===== src/aom_pkg.sv =====
// constants, types and range table for the four-channel analog output code mapper
package aom_pkg;

	localparam int          AOM_NCH        = 4;
	localparam int          AOM_AW         = 8;

	// register byte offsets
	localparam logic [7:0]  AOM_OFS_OUT0   = 8'h00;
	localparam logic [7:0]  AOM_OFS_OUT1   = 8'h04;
	localparam logic [7:0]  AOM_OFS_OUT2   = 8'h08;
	localparam logic [7:0]  AOM_OFS_OUT3   = 8'h0C;
	localparam logic [7:0]  AOM_OFS_PARAM  = 8'h10;
	localparam logic [7:0]  AOM_OFS_FUNC   = 8'h14;
	localparam logic [7:0]  AOM_OFS_STAT   = 8'h18;
	localparam logic [7:0]  AOM_OFS_DIAG   = 8'h1C;

	// function numbers
	localparam logic [7:0]  AOM_FN_KEEP    = 8'h00;
	localparam logic [7:0]  AOM_FN_OFF     = 8'hFF;
	localparam logic [7:0]  AOM_FN_LG_BI   = 8'h01;
	localparam logic [7:0]  AOM_FN_LG_UNI  = 8'h05;
	localparam logic [7:0]  AOM_FN_LG_MA   = 8'h06;
	localparam logic [7:0]  AOM_FN_LG_NEG  = 8'h07;
	localparam logic [7:0]  AOM_FN_TC_BI   = 8'h09;
	localparam logic [7:0]  AOM_FN_TC_UNI  = 8'h0D;
	localparam logic [7:0]  AOM_FN_TC_MA   = 8'h0E;
	localparam logic [7:0]  AOM_FN_TC_NEG  = 8'h0F;
	localparam logic [7:0]  AOM_FN_RESET   = AOM_FN_TC_BI;

	// accepted code limits, inclusive
	localparam logic signed [16:0] AOM_LG_MAX = 17'sd20480;
	localparam logic signed [16:0] AOM_LG_MIN = -17'sd20480;
	localparam logic signed [16:0] AOM_TC_MAX = 17'sd32511;
	localparam logic signed [16:0] AOM_TC_MIN = -17'sd32512;
	localparam logic signed [16:0] AOM_ZERO   = 17'sd0;

	// legacy word layout
	localparam int          AOM_LG_SIGN    = 7;
	localparam int          AOM_LG_OVF     = 8;
	localparam int          AOM_LG_ERR     = 9;
	localparam int          AOM_LG_ZERO    = 10;

	// parameter, status and diagnostic layout
	localparam int          AOM_DIAG_EN    = 6;
	localparam int          AOM_ST_PERR    = 16;
	localparam int          AOM_ST_DPEND   = 17;
	localparam logic [3:0]  AOM_DIAG_CLASS = 4'h5;
	localparam logic [1:0]  AOM_RESP_OKAY  = 2'b00;
	localparam logic [1:0]  AOM_RESP_SLVERR = 2'b10;

	typedef struct packed {
		logic        active;
		logic [7:0]  func;
		logic [15:0] code;
	} aom_dac_s;

	typedef struct packed {
		logic                bad;
		logic                legacy;
		logic signed [16:0]  lo;
		logic signed [16:0]  hi;
	} aom_range_s;

	function automatic aom_range_s aom_range(input logic [7:0] fn);
		aom_range_s r;
		r = '{bad: 1'b0, legacy: 1'b0, lo: AOM_ZERO, hi: AOM_ZERO};
		unique case (fn)
			AOM_FN_LG_BI:  r = '{1'b0, 1'b1, AOM_LG_MIN, AOM_LG_MAX};
			AOM_FN_LG_UNI: r = '{1'b0, 1'b1, AOM_ZERO, AOM_LG_MAX};
			AOM_FN_LG_MA:  r = '{1'b0, 1'b1, AOM_ZERO, AOM_LG_MAX};
			AOM_FN_LG_NEG: r = '{1'b0, 1'b1, AOM_LG_MIN, AOM_ZERO};
			AOM_FN_TC_BI:  r = '{1'b0, 1'b0, AOM_TC_MIN, AOM_TC_MAX};
			AOM_FN_TC_UNI: r = '{1'b0, 1'b0, AOM_ZERO, AOM_TC_MAX};
			AOM_FN_TC_MA:  r = '{1'b0, 1'b0, AOM_ZERO, AOM_TC_MAX};
			AOM_FN_TC_NEG: r = '{1'b0, 1'b0, AOM_TC_MIN, AOM_ZERO};
			default:       r.bad = 1'b1;
		endcase
		return r;
	endfunction

endpackage


===== src/aom_mapper.sv =====
// four-channel analog output code mapper with an AXI4-Lite register slave
// Functional notes
// - function number 00h leaves the channel's stored function unchanged
// - function number FFh switches the channel off
// - 01h: legacy bipolar, rated +-16384, accepted +-20480
// - 05h: legacy 0..10 V, rated 0..16384, up to 20480, no underrange
// - 06h: legacy 0..20 mA, rated 0..16384, up to 20480, no underrange
// - 07h: legacy -10..0 V, down to -20480, no overrange
// - 09h: two's complement bipolar, rated +-27648, up to 32511
// - two's complement bipolar and negative ranges accept down to -32512
// - 0Dh: two's complement 0..10 V, 0..27648, up to 32511
// - 0Eh: two's complement 0..20 mA, 0..27648, up to 32511
// - 0Fh: two's complement -10..0 V, down to -32512, no overrange
// - any code beyond the accepted limits drives converter code zero
// - every channel resets to function 09h
// - legacy high byte bit 0 is the overflow flag
// - legacy high byte bit 1 flags internal error; bit 2 reads zero
// - legacy magnitude in high bits 3..7 and low bits 0..6, low bit 7 sign
// - two's complement format takes the whole word as a signed value
// - parameter bit 6 enables sending four diagnostic bytes on error
//
// Local design decisions: the AXI4-Lite register port and the register addresses.
`timescale 1ns/100ps
`default_nettype none

module aom_mapper (
	input  wire logic                            aclk,
	input  wire logic                            aresetn,
	input  wire logic                            ce,
	input  wire logic [aom_pkg::AOM_AW-1:0]      s_axi_awaddr,
	input  wire logic                            s_axi_awvalid,
	output logic                                 s_axi_awready,
	input  wire logic [31:0]                     s_axi_wdata,
	input  wire logic [3:0]                      s_axi_wstrb,
	input  wire logic                            s_axi_wvalid,
	output logic                                 s_axi_wready,
	output logic [1:0]                           s_axi_bresp,
	output logic                                 s_axi_bvalid,
	input  wire logic                            s_axi_bready,
	input  wire logic [aom_pkg::AOM_AW-1:0]      s_axi_araddr,
	input  wire logic                            s_axi_arvalid,
	output logic                                 s_axi_arready,
	output logic [31:0]                          s_axi_rdata,
	output logic [1:0]                           s_axi_rresp,
	output logic                                 s_axi_rvalid,
	input  wire logic                            s_axi_rready,
	output aom_pkg::aom_dac_s [aom_pkg::AOM_NCH-1:0] dac_o,
	output logic [aom_pkg::AOM_NCH-1:0]          channel_active_leds,
	output logic                                 error_summary_led,
	output logic                                 diag_valid,
	input  wire logic                            diag_ready,
	output logic [31:0]                          diag_data
);
	import aom_pkg::*;

	// register state
	logic [15:0]      out_r     [AOM_NCH], out_nxt  [AOM_NCH];
	logic [7:0]       func_r    [AOM_NCH], func_nxt [AOM_NCH];
	logic             diag_en_r, diag_en_nxt;
	logic             perr_r,    perr_nxt;

	// bus state
	logic             aw_hold_r, aw_hold_nxt;
	logic [7:0]       awaddr_r,  awaddr_nxt;
	logic             w_hold_r,  w_hold_nxt;
	logic [31:0]      wdata_r,   wdata_nxt;
	logic [3:0]       wstrb_r,   wstrb_nxt;
	logic             bvalid_r,  bvalid_nxt;
	logic [1:0]       bresp_r,   bresp_nxt;
	logic             rvalid_r,  rvalid_nxt;
	logic [31:0]      rdata_r,   rdata_nxt;
	logic [1:0]       rresp_r,   rresp_nxt;

	// converter and error state
	aom_dac_s [AOM_NCH-1:0] dac_r, dac_nxt;
	logic [AOM_NCH-1:0] rng_err_r, rng_err_nxt;
	logic [AOM_NCH-1:0] int_err_r, int_err_nxt;
	logic             err_sum_r, err_sum_nxt;
	logic             dpend_r,   dpend_nxt;
	logic [31:0]      diag_r,    diag_nxt;

	logic             do_wr;
	logic             wr_hit;
	logic             perr_set;
	logic [31:0]      status;
	logic             err_now;

	assign s_axi_awready = ce & ~aw_hold_r;
	assign s_axi_wready  = ce & ~w_hold_r;
	assign s_axi_arready = ce & ~rvalid_r;
	assign s_axi_bvalid  = bvalid_r;
	assign s_axi_bresp   = bresp_r;
	assign s_axi_rvalid  = rvalid_r;
	assign s_axi_rdata   = rdata_r;
	assign s_axi_rresp   = rresp_r;
	assign do_wr         = aw_hold_r & w_hold_r & ~bvalid_r;

	always_comb begin
		status = 32'h0000_0000;
		for (int i = 0; i < AOM_NCH; i++) begin
			status[i]     = dac_r[i].active;
			status[4 + i] = rng_err_r[i];
			status[8 + i] = int_err_r[i];
		end
		status[AOM_ST_PERR]  = perr_r;
		status[AOM_ST_DPEND] = dpend_r;
	end

	// read mux; legacy bit 2 always reads back as zero
	function automatic logic [32:0] rd_mux(input logic [7:0] a);
		logic [15:0] w;
		w = 16'h0000;
		rd_mux = {1'b0, 32'h0000_0000};
		unique case (a)
			AOM_OFS_OUT0, AOM_OFS_OUT1, AOM_OFS_OUT2, AOM_OFS_OUT3: begin
				w = out_r[a[3:2]];
				if (aom_range(func_r[a[3:2]]).legacy)
					w[AOM_LG_ZERO] = 1'b0;
				rd_mux = {1'b0, 16'h0000, w};
			end
			AOM_OFS_PARAM: rd_mux[AOM_DIAG_EN] = diag_en_r;
			AOM_OFS_FUNC: rd_mux = {1'b0, func_r[3], func_r[2], func_r[1], func_r[0]};
			AOM_OFS_STAT: rd_mux = {1'b0, status};
			AOM_OFS_DIAG: rd_mux = {1'b0, diag_r};
			default:      rd_mux = {1'b1, 32'h0000_0000};
		endcase
	endfunction

	// bus and register next values
	always_comb begin
		logic [32:0] rd;
		logic [7:0]  b;
		rd          = rd_mux(s_axi_araddr);
		b           = 8'h00;
		aw_hold_nxt = aw_hold_r;
		awaddr_nxt  = awaddr_r;
		w_hold_nxt  = w_hold_r;
		wdata_nxt   = wdata_r;
		wstrb_nxt   = wstrb_r;
		bvalid_nxt  = bvalid_r;
		bresp_nxt   = bresp_r;
		rvalid_nxt  = rvalid_r;
		rdata_nxt   = rdata_r;
		rresp_nxt   = rresp_r;
		diag_en_nxt = diag_en_r;
		perr_set    = 1'b0;
		wr_hit      = 1'b0;
		for (int i = 0; i < AOM_NCH; i++) begin
			out_nxt[i]  = out_r[i];
			func_nxt[i] = func_r[i];
		end
		if (s_axi_awvalid && s_axi_awready) begin
			aw_hold_nxt = 1'b1;
			awaddr_nxt  = s_axi_awaddr;
		end
		if (s_axi_wvalid && s_axi_wready) begin
			w_hold_nxt = 1'b1;
			wdata_nxt  = s_axi_wdata;
			wstrb_nxt  = s_axi_wstrb;
		end
		if (bvalid_r && s_axi_bready)
			bvalid_nxt = 1'b0;
		if (do_wr) begin
			aw_hold_nxt = 1'b0;
			w_hold_nxt  = 1'b0;
			bvalid_nxt  = 1'b1;
			wr_hit      = 1'b1;
			unique case (awaddr_r)
				AOM_OFS_OUT0, AOM_OFS_OUT1, AOM_OFS_OUT2, AOM_OFS_OUT3: begin
					for (int k = 0; k < 2; k++)
						if (wstrb_r[k])
							out_nxt[awaddr_r[3:2]][8*k +: 8] = wdata_r[8*k +: 8];
				end
				AOM_OFS_PARAM: begin
					if (wstrb_r[0])
						diag_en_nxt = wdata_r[AOM_DIAG_EN];
				end
				AOM_OFS_FUNC: begin
					for (int i = 0; i < AOM_NCH; i++) begin
						b = wdata_r[8*i +: 8];
						if (!wstrb_r[i] || b == AOM_FN_KEEP)
							func_nxt[i] = func_r[i];
						else if (b == AOM_FN_OFF)
							func_nxt[i] = AOM_FN_OFF;
						else if (!aom_range(b).bad)
							func_nxt[i] = b;
						else
							perr_set = 1'b1;
					end
				end
				AOM_OFS_STAT, AOM_OFS_DIAG: ;
				default: wr_hit = 1'b0;
			endcase
			bresp_nxt = wr_hit ? AOM_RESP_OKAY : AOM_RESP_SLVERR;
		end
		if (rvalid_r && s_axi_rready)
			rvalid_nxt = 1'b0;
		if (s_axi_arvalid && s_axi_arready) begin
			rvalid_nxt = 1'b1;
			rdata_nxt  = rd[31:0];
			rresp_nxt  = rd[32] ? AOM_RESP_SLVERR : AOM_RESP_OKAY;
		end
	end

	// sticky parameter error: write 1 to the status bit clears, a new error wins
	always_comb begin
		perr_nxt = perr_r;
		if (do_wr && awaddr_r == AOM_OFS_STAT && wstrb_r[2] && wdata_r[AOM_ST_PERR])
			perr_nxt = 1'b0;
		if (perr_set)
			perr_nxt = 1'b1;
	end

	// code mapping per channel
	always_comb begin
		aom_range_s         rg;
		logic [11:0]        mag;
		logic signed [16:0] m17;
		logic signed [16:0] v;
		logic               ovf;
		logic               ierr;
		logic               inr;
		rg   = aom_range(AOM_FN_RESET);
		mag  = 12'h000;
		m17  = AOM_ZERO;
		v    = AOM_ZERO;
		ovf  = 1'b0;
		ierr = 1'b0;
		inr  = 1'b0;
		for (int i = 0; i < AOM_NCH; i++) begin
			rg = aom_range(func_r[i]);
			if (rg.legacy) begin
				mag  = {out_r[i][15:11], out_r[i][6:0]};
				m17  = signed'({2'b00, mag, 3'b000});
				v    = out_r[i][AOM_LG_SIGN] ? -m17 : m17;
				ovf  = out_r[i][AOM_LG_OVF];
				ierr = out_r[i][AOM_LG_ERR];
			end else begin
				v    = signed'({out_r[i][15], out_r[i]});
				ovf  = 1'b0;
				ierr = 1'b0;
			end
			inr = (v >= rg.lo) && (v <= rg.hi) && !ovf;
			dac_nxt[i].active = (func_r[i] != AOM_FN_OFF);
			dac_nxt[i].func   = func_r[i];
			// out of range, flagged or switched off all give zero
			dac_nxt[i].code   = (dac_nxt[i].active && inr && !ierr) ? v[15:0] : 16'h0000;
			rng_err_nxt[i]    = dac_nxt[i].active && !inr;
			int_err_nxt[i]    = dac_nxt[i].active && ierr;
		end
	end

	// diagnostic record when the error summary rises from clear while alarms are enabled
	always_comb begin
		err_now     = (|rng_err_r) | (|int_err_r) | perr_r;
		err_sum_nxt = err_now;
		dpend_nxt   = dpend_r;
		diag_nxt    = diag_r;
		if (dpend_r && diag_ready)
			dpend_nxt = 1'b0;
		if (diag_en_r && err_now && !err_sum_r) begin
			dpend_nxt = 1'b1;
			diag_nxt  = {19'h00000, 1'b1, AOM_DIAG_CLASS, perr_r, 3'b000,
				(|rng_err_r) | (|int_err_r), |rng_err_r, 1'b0, |int_err_r};
		end
	end

	always_ff @(posedge aclk) begin
		if (!aresetn) begin
			for (int i = 0; i < AOM_NCH; i++) begin
				out_r[i]  <= 16'h0000;
				func_r[i] <= AOM_FN_RESET;
				dac_r[i]  <= '{active: 1'b1, func: AOM_FN_RESET, code: 16'h0000};
			end
			diag_en_r <= 1'b0;
			perr_r    <= 1'b0;
			aw_hold_r <= 1'b0;
			awaddr_r  <= 8'h00;
			w_hold_r  <= 1'b0;
			wdata_r   <= 32'h0000_0000;
			wstrb_r   <= 4'h0;
			bvalid_r  <= 1'b0;
			bresp_r   <= AOM_RESP_OKAY;
			rvalid_r  <= 1'b0;
			rdata_r   <= 32'h0000_0000;
			rresp_r   <= AOM_RESP_OKAY;
			rng_err_r <= '0;
			int_err_r <= '0;
			err_sum_r <= 1'b0;
			dpend_r   <= 1'b0;
			diag_r    <= 32'h0000_0000;
		end else if (ce) begin
			for (int i = 0; i < AOM_NCH; i++) begin
				out_r[i]  <= out_nxt[i];
				func_r[i] <= func_nxt[i];
			end
			diag_en_r <= diag_en_nxt;
			perr_r    <= perr_nxt;
			aw_hold_r <= aw_hold_nxt;
			awaddr_r  <= awaddr_nxt;
			w_hold_r  <= w_hold_nxt;
			wdata_r   <= wdata_nxt;
			wstrb_r   <= wstrb_nxt;
			bvalid_r  <= bvalid_nxt;
			bresp_r   <= bresp_nxt;
			rvalid_r  <= rvalid_nxt;
			rdata_r   <= rdata_nxt;
			rresp_r   <= rresp_nxt;
			dac_r     <= dac_nxt;
			rng_err_r <= rng_err_nxt;
			int_err_r <= int_err_nxt;
			err_sum_r <= err_sum_nxt;
			dpend_r   <= dpend_nxt;
			diag_r    <= diag_nxt;
		end
	end

	assign dac_o = dac_r;
	always_comb begin
		for (int i = 0; i < AOM_NCH; i++)
			channel_active_leds[i] = dac_r[i].active;
	end
	assign error_summary_led = err_sum_r;
	assign diag_valid        = dpend_r;
	assign diag_data         = diag_r;

	logic fwr0;
	assign fwr0 = do_wr && awaddr_r == AOM_OFS_FUNC && wstrb_r[0];
endmodule

`default_nettype wire


===== config.mk =====
export PLATFORM = sky130hd
export DESIGN_NAME = aom_mapper
export DESIGN_NICKNAME = d
export VERILOG_FILES = /design/src/aom_pkg.sv /design/src/aom_mapper.sv
export SDC_FILE = /design/constraint.sdc
export NUM_CORES = 1
export LEC_CHECK = 0
export BUFFER_PORTS_ARGS = -buffer_cell sky130_fd_sc_hd__buf_4
export CORE_AREA = 2 2 169 171
export DETAILED_ROUTE_END_ITERATION = 16
export DIE_AREA = 0 0 171 173
export PLACE_DENSITY_LB_ADDON = 0.2
export SETUP_SLACK_MARGIN = 0.5
export SYNTH_ARGS = -nofsm -noshare
export SYNTH_HDL_FRONTEND = slang
export SYNTH_SLANG_ARGS = --single-unit

===== constraint.sdc =====
create_clock -name aclk -period 20.8 [get_ports aclk]
set_input_delay 4.16 -clock aclk [delete_from_list [all_inputs] [get_ports aclk]]
set_output_delay 4.16 -clock aclk [all_outputs]
set_load 0.02 [all_outputs]

==> run metrics <==
Seq/Total Area, Yosys=40.0%; antenna diode count=0; clock buffer depth=3; drt first pass iters=6; Fill cells=between 2000 and 2500; ys flop type=dfxtp_1; Synth cell types=86; die height=173 um; clock power share=approximately two fifths; clk root buf=clkbuf_16; CP most frequent cell=buf_4; Overall Global Routing Usage=33.4%; total chip power=approximately 1.5 mW; final instance area=about 0.020 mm2; Syn Area/Cell=between 9 and 10 um2; peak supply drop=about 0.060 mV; max cap viols=0; CP Max Fanout=49; Slew headroom=about 16%; Top Ports=240; DR iter-0 viols=between 1500 and 2000; Post-DP Area=0.0186 mm2; GPL Wtd Cong=0.922; ratio of cells with drive above 1 in the final layout=roughly 17%; Reg2Reg Launch Point=func_r[2][4]; WP buf/inv=3; DRT Wirelength=between 50000 and 60000 um; Via-to-Cell Ratio=between 6 and 7; Comb power frac=approximately 14%; cell area after synthesis=0.0172 mm2; cts bufs inserted=34; net switching power=between 0.4 and 0.5 mW; Yosys reg bits=between 200 and 300; CP Launch Type=primary input; largest net degree at the start of global routing=~130; Worst path top cell family by delay=buffers and inverters; simple-gate share of the synthesized area=a little over a fifth; multiplexer share of the synthesized area=between 7 and 8%; crit-path max cell delay=approximately 0.57 ns; Tcrit/Tclk final=~46%; switching power share of the total=27.9%; DPL Wire Length=36500 um; CP Data Arrival Time=5.48 ns; Synth Instances=1896; Site Rows=61; H-tree depth=2; Die ar.=0.0296 mm2; TritonCTS clock tree=yes; endpoints failing hold=0; vias in the first global route=between 10000 and 15000; LEAKAGE=~8 nW; Pwr per Cell Area=74.3 mW/mm2; Yosys warnings=0; Die Wd=~170 um; I/O Buffers=between 200 and 250; Reg2Reg Setup Slack=roughly 16 ns; Post-synth ARST share=0%; WL/cell=approximately 21 um; Clock Skews=0.0160 ns; path category of the worst min-delay check=reg2reg; Area growth, synth to finish=14.6%; Clock Sinks=between 200 and 300; Max Used Layer=met4; metal2 WL=about 23000 um; Worst path slowest cell=buf_4; status=finished clean; DR WL met3=approximately 4600 um; Hold Buf Count CTS=0; Synth Area in Adders=5.82%; CTS resizes=0; Sequential Power Share=45.7%; # setup viols final=0; Least-Margin Pin Slew=between 1 and 1.5 ns; clk_lat worst skew=~0.52 ns; first-pass GRT wire length=between 70000 and 80000 um; Synth Area in Compound Gates=19.0%; Hold Crit Start=dac_o[8]; worst-path cell chain=buf_4 -> buf_4 -> nor2b_1 -> buf_4; Vias=~16000; fmax=around 100 MHz; CP Data Required Time=approximately 17 ns; Residual DRC=0; Post-CTS Setup Bufs=0; Final min period=roughly 9.6 ns; Starting Density=between 60% and 70%; met1 wire length=between 20000 and 25000 um; clock slew at reported path FFs=0.06 ns; Post-Synth XOR/XNOR Area=1.17%; initial antenna violation count=0; setup TNS=0 ns; Final #Nets=around 2200; CP Launch Point=ce; critical path endpoint category=primary output; Cell Int Power=about 1.1 mW; Placeable Area=0.0276 mm2; final slew viol count=0; Overflow after GRT=0; main combinational cell family by area after synthesis=simple AND/OR/NAND/NOR gates; Routed Antenna Nets=0; RSZ-0062 raised after global routing=false; EDFF count, synth=96; Setup Crit Path Kind=in2out
[flip-flops by register name (all words and copies together) (netlist names), 4 cells and up]
signal and count:
dac_o 96, out_r 64, func_r 32, s_axi_rdata 32, wdata_r 32, awaddr_r 8
diag_data 5, channel_active_leds 4, int_err_r 4, rng_err_r 4, wstrb_r 4
[worst register-to-register path: cells and delay by family, from the launching register on]
family | cells | cell delay (ns)
AOI/OAI and AO/OA | 6 | 1.84
and+or+nand+nor | 4 | 1.47
muxes | 1 | 0.47
DFF | 1 | 0.46
adders and majority gates | 1 | 0.33
buffers and inverters | 1 | 0.22
[power groups by stage]
| stage | combinational (mW) | clock (mW) | sequential [mW] |
|---|---|---|---|
| after detailed placement | 0.209 | 0 | 0.677 |
| final | 0.213 | 0.582 | 0.668 |
| after floorplan | 0.150 | 0 | 0.665 |
| after CTS | 0.211 | 0.584 | 0.665 |
| after global routing | 0.233 | 0.610 | 0.669 |
| after global placement | 0.203 | 0 | 0.676 |
[worst paths after layout]
| path | to | cells past startpoint |
|---|---|---|
| min | dac_o[8] | 2 |
| max reg2reg | dac_o[52] | 13 |
| max | s_axi_wready | 4 |
| min reg2reg | dac_o[8] | 2 |
[layout make-up]
cell class / instances / area (um2) / share of cell area, %
well taps: 378 / 473 / 2.40
clock buffers: 47 / 981 / 4.98
clock inverters: 13 / 114 / 0.578
repair buffers: 230 / 1730 / 8.76
multi-input cells: 1421 / 9430 / 47.9
flip-flops and latches: 295 / 6870 / 34.9
inverters: 30 / 113 / 0.572
[routing by layer]
| layer | track usage (%) | up-vias |
|---|---|---|
| met1 | 45.2 | 7499 |
| met3 | 5.52 | 176 |
| met4 | 14.3 | 0 |
| met5 | 0 | - |
| met2 | 53.1 | 819 |
| li1 | - | 7178 |
[placed cells by master (no fill, tap or decap), types with 27 or more instances in the layout]
cell type / n
clkbuf_16: 35
dfxtp_1: 199
mux2i_1: 70
a32o_1: 46
nand3_1: 86
inv_1: 30
a21oi_1: 103
and3_1: 34
ha_1: 80
nand2_1: 274
edfxtp_1: 96
o21ai_0: 92
conb_1: 27
nand4_1: 30
a21boi_0: 74
nor2_1: 106
buf_4: 230
nor2b_1: 52
[stage by stage]
| step | hold WS [ns] | instances | util [%] | worst slack [ns] |
|---|---|---|---|---|
| 2_1_floorplan | 0.438 | 1922 | - | 10.91 |
| 3_3_place_gp | 0.444 | 2354 | 67.3 | 11.22 |
| 3_5_place_dp | 0.448 | 2354 | 67.3 | 11.17 |
| 4_1_cts | 0.462 | 2414 | 71.3 | 11.16 |
| 5_1_grt | 0.479 | 2414 | 71.3 | 11.10 |
| 6_report | 0.459 | 2414 | 71.3 | 11.16 |
[cell families after synthesis]
group,Yosys count
AO/OA/AOI/OAI,465
XOR/XNOR,23
adder cells (fa/ha/maj),80
buffers and inverters,206
flip-flops,295
multiplexers,99
other,1
AND/OR/NAND/NOR,727
[cell usage after synthesis (8+ instances only)]
master      n  share of area [%]
a21boi_0   74                3.2
a21oi_1   103                3.0
a221oi_1   18               0.92
a22o_1     14               0.71
a31oi_1    15               0.55
a32o_1     46                2.7
and2_1     15               0.55
and3_1     34                1.2
buf_1      16               0.35
buf_4      34                1.5
clkbuf_1  107                2.3
dfxtp_1   199                 23
edfxtp_1   96                 17
ha_1       80                5.8
inv_1      30               0.66
mux2_2     10               0.66
mux2i_1    70                4.1
mux4_2     19                2.5
nand2_1   275                6.0
nand2b_1   21               0.76
nand3_1    86                2.5
nand4_1    30                1.1
nor2_1    106                2.3
nor2b_1    53                1.9
nor3_1     17               0.50
nor3b_1    13               0.57
nor4_1     15               0.55
o21a_1      9               0.39
o21ai_0    93                2.7
or2_2       8               0.29
or4_1      18               0.79
xnor2_1    12               0.61
xor2_1     11               0.56
Power figures use the tool's default switching activity.
